File: config.mk
export PLATFORM = sky130hd
export DESIGN_NAME = dpsg_top
export DESIGN_NICKNAME = d
export VERILOG_FILES = /design/src/dpsg_pkg.sv /design/src/dpsg_top.sv /design/src/dpsg_gate_reg.sv
export VERILOG_INCLUDE_DIRS = /design/src
export SDC_FILE = /design/constraint.sdc
export NUM_CORES = 1
export LEC_CHECK = 0
export ABC_AREA = 1
export BUFFER_PORTS_ARGS = -buffer_cell sky130_fd_sc_hd__buf_4
export CAP_MARGIN = 20
export CORE_MARGIN = 2
export CORE_UTILIZATION = 44
export DETAILED_ROUTE_END_ITERATION = 7
export MAX_ROUTING_LAYER = met4
export PLACE_DENSITY = 0.85
export SLEW_MARGIN = 20
export SYNTH_ARGS = -nofsm -noshare
export SYNTH_HDL_FRONTEND = slang
export SYNTH_SLANG_ARGS = --single-unit
File: constraint.sdc
create_clock -name ref_clk -period 1.1 [get_ports ref_clk]
set_input_delay 0.11 -clock ref_clk [delete_from_list [all_inputs] [get_ports ref_clk]]
set_output_delay 0.11 -clock ref_clk [all_outputs]
set_load 0.02 [all_outputs]
File: src/dpsg_defines.svh
// constants of the dram power-state gating register bank
// Operation
// - Retention clear: warm reset reloads both gate registers to defaults.
// - Retention set: warm reset leaves the window registers as they are.
// - Retention bit: read/write, cold reset clears it, warm reset keeps it.
// - Self-refresh gate 6:4: 000 (reset) never allows, 110 only in C3 and C4.
// - Slave dll gate 6:4: 000 (reset) never allows, 110 only in C3 and C4.
// - C-state gate is a precondition; other entry conditions must hold too.
`ifndef DPSG_DEFINES_SVH
`define DPSG_DEFINES_SVH

// ----------------------------------------------------------------
// register offsets inside the config window
// ----------------------------------------------------------------
`define DPSG_OFS_RETAIN   12'hc16
`define DPSG_OFS_SRF      12'hf08
`define DPSG_OFS_SDLL     12'hf0a

// ----------------------------------------------------------------
// field positions and reset values
// ----------------------------------------------------------------
`define DPSG_RETAIN_BIT   14
`define DPSG_GATE_HI      6
`define DPSG_GATE_LO      4
`define DPSG_RSV_HI       14
`define DPSG_RSV_LO       13
`define DPSG_LOW_HI       3
`define DPSG_GATE_RST     3'h0
`define DPSG_GATE_C34     3'h6
`define DPSG_RSV_RST      2'h0
`define DPSG_LOW_RST      4'h0
`define DPSG_REG_RST      16'h0000

`endif

File: src/dpsg_pkg.sv
// types of the dram power-state gating register bank
package dpsg_pkg;

  // processor acpi c state, one-hot
  typedef enum logic [4:0] {
    DPSG_C0 = 5'h01,
    DPSG_C1 = 5'h02,
    DPSG_C2 = 5'h04,
    DPSG_C3 = 5'h08,
    DPSG_C4 = 5'h10
  } dpsg_cstate_e;

  typedef logic [15:0] dpsg_word_t;

endpackage

File: src/dpsg_top.sv
// dram power-state gating register bank top
`timescale 1ns/1ps
`include "dpsg_defines.svh"

module dpsg_top
  import dpsg_pkg::*;
(
  input  wire logic         ref_clk,        // core clock, 125 mhz
  input  wire logic         rst,            // cold reset, sync, high
  input  wire logic         warm_rst,       // platform warm reset level
  input  wire logic         wr_en,          // register write strobe
  input  wire logic         rd_en,          // register read strobe
  input  wire logic [11:0]  addr,           // byte offset in window
  input  wire logic [15:0]  wr_data,        // write data
  input  wire logic [4:0]   cstate,         // one-hot processor c state
  input  wire logic         srf_other_ok,   // other self-refresh conditions
  input  wire logic         sdll_other_ok,  // other dll power-down conditions
  output logic      [15:0]  rd_data,        // read data, registered
  output logic              rd_valid,       // read data valid pulse
  output logic              srf_allow,      // self-refresh may start
  output logic              sdll_allow,     // slave dll may power down
  output logic              warm_clr        // gate registers reloaded
);

  logic [1:0]  warm_sync_r;
  logic        warm_prev_r;
  logic        retain_r;
  logic [15:0] srf_val;
  logic [15:0] sdll_val;
  logic        srf_ok;
  logic        sdll_ok;
  logic        warm_edge;
  logic        warm_clr_nxt;
  logic        hit_retain;
  logic        hit_srf;
  logic        hit_sdll;
  logic [15:0] rd_nxt;
  logic        wr_retain;
  logic        wr_srf;
  logic        wr_sdll;
  logic [2:0]  srf_code;
  logic [2:0]  sdll_code;

  // -------------------------------------------------------------
  // warm reset pin synchroniser and assertion edge
  // -------------------------------------------------------------
  always_ff @(posedge ref_clk) begin
    if (rst) begin
      warm_sync_r <= 2'h0;
      warm_prev_r <= 1'b0;
    end else begin
      warm_sync_r <= {warm_sync_r[0], warm_rst};
      warm_prev_r <= warm_sync_r[1];
    end
  end

  assign warm_edge    = warm_sync_r[1] && !warm_prev_r;
  assign warm_clr_nxt = warm_edge && !retain_r;

  // -------------------------------------------------------------
  // sticky retention bit, cleared by cold reset or a write of zero
  // -------------------------------------------------------------
  always_ff @(posedge ref_clk) begin
    if (rst) begin
      retain_r <= 1'b0;
    end else if (wr_retain) begin
      retain_r <= wr_data[`DPSG_RETAIN_BIT];
    end
  end

  // -------------------------------------------------------------
  // address decode
  // -------------------------------------------------------------
  assign hit_retain = (addr == `DPSG_OFS_RETAIN);
  assign hit_srf    = (addr == `DPSG_OFS_SRF);
  assign hit_sdll   = (addr == `DPSG_OFS_SDLL);

  // per-register write strobes and the gate codes held
  assign wr_retain  = wr_en && hit_retain;
  assign wr_srf     = wr_en && hit_srf;
  assign wr_sdll    = wr_en && hit_sdll;
  assign srf_code   = srf_val[`DPSG_GATE_HI:`DPSG_GATE_LO];
  assign sdll_code  = sdll_val[`DPSG_GATE_HI:`DPSG_GATE_LO];

  // -------------------------------------------------------------
  // the two gate registers
  // -------------------------------------------------------------
  dpsg_gate_reg u_srf (
    .ref_clk  (ref_clk),
    .rst      (rst),
    .warm_clr (warm_clr_nxt),
    .wr_en    (wr_srf),
    .wr_data  (wr_data),
    .cstate   (cstate),
    .rd_value (srf_val),
    .state_ok (srf_ok)
  );

  dpsg_gate_reg u_sdll (
    .ref_clk  (ref_clk),
    .rst      (rst),
    .warm_clr (warm_clr_nxt),
    .wr_en    (wr_sdll),
    .wr_data  (wr_data),
    .cstate   (cstate),
    .rd_value (sdll_val),
    .state_ok (sdll_ok)
  );

  // -------------------------------------------------------------
  // read mux, unmapped offsets read zero
  // -------------------------------------------------------------
  assign rd_nxt = hit_retain ? {1'b0, retain_r, 14'h0000} :
                  hit_srf    ? srf_val :
                  hit_sdll   ? sdll_val : `DPSG_REG_RST;

  // -------------------------------------------------------------
  // registered outputs
  // -------------------------------------------------------------
  always_ff @(posedge ref_clk) begin
    if (rst) begin
      rd_data    <= `DPSG_REG_RST;
      rd_valid   <= 1'b0;
      srf_allow  <= 1'b0;
      sdll_allow <= 1'b0;
      warm_clr   <= 1'b0;
    end else begin
      rd_data    <= rd_en ? rd_nxt : rd_data;
      rd_valid   <= rd_en;
      srf_allow  <= srf_ok && srf_other_ok;
      sdll_allow <= sdll_ok && sdll_other_ok;
      warm_clr   <= warm_clr_nxt;
    end
  end
endmodule

File: src/dpsg_gate_reg.sv
// one c-state gate register with its allow decode
`timescale 1ns/1ps
`include "dpsg_defines.svh"

module dpsg_gate_reg
  import dpsg_pkg::*;
(
  input  wire logic         ref_clk,     // core clock
  input  wire logic         rst,         // cold reset
  input  wire logic         warm_clr,    // warm reset that reloads defaults
  input  wire logic         wr_en,       // write strobe for this register
  input  wire logic [15:0]  wr_data,     // write data
  input  wire logic [4:0]   cstate,      // one-hot c state
  output logic      [15:0]  rd_value,    // read view
  output logic              state_ok     // c-state precondition met
);

  logic [2:0] gate_r;
  logic [1:0] rsv_r;
  logic [3:0] low_r;

  // -------------------------------------------------------------
  // storage, cold or enabled warm reset reloads defaults
  // -------------------------------------------------------------
  always_ff @(posedge ref_clk) begin
    if (rst || warm_clr) begin
      gate_r <= `DPSG_GATE_RST;
      rsv_r  <= `DPSG_RSV_RST;
      low_r  <= `DPSG_LOW_RST;
    end else if (wr_en) begin
      gate_r <= wr_data[`DPSG_GATE_HI:`DPSG_GATE_LO];
      rsv_r  <= wr_data[`DPSG_RSV_HI:`DPSG_RSV_LO];
      low_r  <= wr_data[`DPSG_LOW_HI:0];
    end
  end

  // -------------------------------------------------------------
  // read view and decode; reserved codes never allow
  // -------------------------------------------------------------
  assign rd_value = {1'b0, rsv_r, 6'h00, gate_r, low_r};
  assign state_ok = (gate_r == `DPSG_GATE_C34) &&
                    (cstate == DPSG_C3 || cstate == DPSG_C4);
endmodule

==> run_results.csv <==
group,metric,value,unit
status,status,"finished, final reports clean",
global_routing,first_global_vias,1445,
placed_design,port_buffers,45,
clocking,cts_inserted_buffers,5,
floorplanning,die_h,65.4,um
min_path,hold_depth,3,
global_routing,grt_pass1_wl,6.27,mm
clocking,cts_buffer_depth,2,
logic_synthesis,ys_seq_elements,35,
sta,max_freq,968,MHz
sta,finalCritPeriodShare,93.9,%
floorplanning,die_area,0.00428,sq mm
floorplanning,rows,22,
global_routing,gr-total-overflow,0,
critical_path,criticalPathCategory,"flop to flop",
critical_path,path_depth,8,
routing,ant_nets,0,
clocking,h-tree-depth,2,
critical_path,timing.rr.start,"warm_sync_r[1]$_SDFF_PP0_",
power_and_ir_drop,peakVddDrop,0.759,mV
logic_synthesis,yosys-top-cells-count,"54 x nand2_1, 35 x dfxtp_1, 27 x inv_1, 24 x a21oi_1, 20 x nand3_1",
final_layout,drive_gt1_share,31.0,%
min_path,hp-class,"input port to flop",
final_layout,area_growth,31.4,%
critical_path,crit_path_frequent_cell,"inv_2",
clocking,cts.clk_slew.worst_paths,0.07,ns
logic_synthesis,ys_seq_area_share,42.2,%
placed_design,place.gp.congestion,0.839,
floorplanning,ioPinCount,60,
sta,setup_slack,0.0666,ns
logic_synthesis,yosysTopAreaCellShare,42.2,%
critical_path,cpLargestDelayFamily,"flip-flops",
sta,period_needed,1.03,ns
final_layout,final_cell_count_no_fill,332,
routing,drc,0,
critical_path,r2r-end,"u_sdll.low_r[0]$_SDFFE_PP0P_",
critical_path,worstPathCellList,"inv_2 > nor2_2 > nand2_1 > nand2_2 > inv_2 > buf_6 > o21ai_1 > a21oi_1",
sta,worst_clock_skew,0.00390,ns
final_layout,nFillCells,338,
routing,wl_per_cell,10.6,um
sta,slew_viol_final,0,
global_routing,use_met3,5.65,%
critical_path,ff2ff_setup_slack,0.07,ns
critical_path,slowest_delay,0.32,ns
placed_design,place_ws,-0.151,ns
clocking,hold_buffers,0,
logic_synthesis,synthCells,225,
routing,wl,3.52,mm
global_routing,gr-usage-met1,23.3,%
clocking,cts_setup_buffers,0,
logic_synthesis,synth_area_leader_cell,"dfxtp_1",
power_and_ir_drop,powerDensity,1130,mW/mm^2
clocking,cts_tree,"built",
final_layout,antennaDiodeCount,0,
critical_path,critPathMaxFanout,6,
logic_synthesis,synthFlopType,"dfxtp_1",
clocking,clock_tree.root_cell,"clkbuf_8",
final_layout,layout.nets,323,
sta,final-hold-violation-count,0,
job,cap_viol_max_count,0,
sta,setup_viol,0,
routing,vias,1555,
critical_path,slowest_stage,"dfxtp_2",
global_routing,grt_start_max_net_pins,19,
logic_synthesis,synth.area.top_cells,"dfxtp_1 42%, nand2_1 12%, a21oi_1 7.2%",
routing,drt-vias-per-instance,4.68,
global_routing,top_usage_layer,"met2",
min_path,hold_end,"warm_sync_r[0]$_SDFF_PP0_",
power_and_ir_drop,leakage,0.981,nW
clocking,worstSkewPairLatency,0.29,ns
logic_synthesis,synth_edf_count,0,
routing,dr.pass1.iters,4,
routing,drt_iter0_drc,109,
critical_path,crit_path_start_kind,"flop",
floorplanning,chipWidth,65.4,um
min_path,min-delay-start,"warm_rst",
logic_synthesis,ys_async_sr_fraction,0,%
logic_synthesis,synth_area_per_cell,7.37,sq um
logic_synthesis,synth_cell_type_count,26,
logic_synthesis,yosysWarnings,0,
critical_path,cp.required,1.27,ns
placed_design,dpl.cell_count,324,
placed_design,place_hpwl,2.67,mm
clocking,ctsResizeCount,0,
critical_path,r2r_cells,8,
floorplanning,fp.coreArea,0.00363,sq mm
critical_path,crit_path_end_kind,"flop",
global_routing,met2_usage,31.9,%
logic_synthesis,synth_area,0.00166,sq mm
critical_path,cp.buffers_inverters,3,
global_routing,groute.usage.overall,19.5,%
clocking,clock_sinks,35,
sta,rsz0062_at_grt,"true",
floorplanning,initial_core_util,45.7,%
critical_path,worstPathArrival,1.20,ns
logic_synthesis,synth.most_common_cell,"nand2_1",
global_routing,antenna_found_initial,0,
worst min-delay path: cells and delay by family:
family,cells,cell delay (ns)
and+or+nand+nor,1,0.07
buffers and inverters,2,0.11
worst max path at each step:
stage                                    startpoint                       endpoint  slack (ns)
after CTS                 warm_sync_r[1]$_SDFF_PP0_  u_sdll.gate_r[1]$_SDFFE_PP0P_        0.03
final                     warm_sync_r[1]$_SDFF_PP0_   u_sdll.low_r[0]$_SDFFE_PP0P_        0.07
after detailed placement                    addr[5]        rd_data[6]$_SDFFE_PP0P_       -0.15
after global placement                      addr[7]   u_sdll.low_r[2]$_SDFFE_PP0P_       -0.05
after global routing      warm_sync_r[1]$_SDFF_PP0_   u_sdll.low_r[0]$_SDFFE_PP0P_       -0.01
after floorplan           warm_sync_r[1]$_SDFF_PP0_  u_sdll.gate_r[0]$_SDFFE_PP0P_        0.05
metrics by stage:
step	cell area, sq um	util [%]	TNS [ns]	hold slack [ns]	power (mW)
4_1_cts	2160	59.4	0	0.0222	2.47
3_3_place_gp	2080	57.1	-0.918	0.317	1.58
2_1_floorplan	1680	-	0	0.179	1.45
6_report	2180	60.0	0	0.0244	2.46
5_1_grt	2180	60.0	-0.0360	0.0374	2.56
3_5_place_dp	2080	57.1	-1.68	0.329	1.58
metal layers:
layer	wire length (um)	share of wire [%]
met1	1600	45
met2	1660	47
met3	207	5.9
met4	57	1.6
met5	0	0
report_power, final:
part | internal, mW | leakage [nW] | switching [mW]
combinational | 0.132 | 0.651 | 0.154
sequential | 1.28 | 0.283 | 0.00310
clock | 0.432 | 0.0477 | 0.458
kinds of logic (layout without fill, tap and decap cells):
group           Yosys count  after routing  synth area share, %
simple gates            106            106                 31.5
flops                    35             35                 42.2
buf+inv                  42             95                 12.5
compound gates           40             40                 13.0
other cells               1              7                0.226
xor+xnor                  1              1                0.528
area by class of cell:
cell class | instances | area, sq um | share of cell area [%]
clock inverters | 3 | 15.0 | 0.688
flip-flops and latches | 35 | 702 | 32.2
inverters | 30 | 114 | 5.22
repair buffers | 57 | 435 | 20.0
clock buffers | 5 | 68.8 | 3.16
well taps | 48 | 60.1 | 2.75
multi-input cells | 154 | 786 | 36.0
registers in the layout, summed over array words and instances (netlist names), 2 cells and up:
signal         count
u_srf.low_r        4
u_sdll.gate_r      3
u_sdll.rsv_r       2
warm_sync_r        2
u_sdll.low_r       4
u_srf.gate_r       3
u_srf.rsv_r        2
rd_data            9
placed cells by master (no fill, tap or decap), types with 2 or more instances in the layout:
master | Yosys | routed
o21ai_1 | 0 | 2
inv_2 | 1 | 3
nand2_2 | 1 | 2
buf_4 | 7 | 55
nor3_1 | 2 | 2
nor2_1 | 18 | 17
conb_1 | 1 | 7
clkinv_2 | 1 | 4
dfxtp_1 | 35 | 34
nor2_4 | 4 | 4
clkbuf_8 | 0 | 5
a21oi_1 | 24 | 24
o21ai_2 | 2 | 4
nand2_1 | 54 | 53
nand3_4 | 2 | 2
buf_6 | 3 | 2
a21oi_2 | 2 | 2
o21ai_0 | 12 | 8
inv_1 | 27 | 25
nand3_1 | 20 | 20
Note: power is estimated with default switching activity, not from simulation.
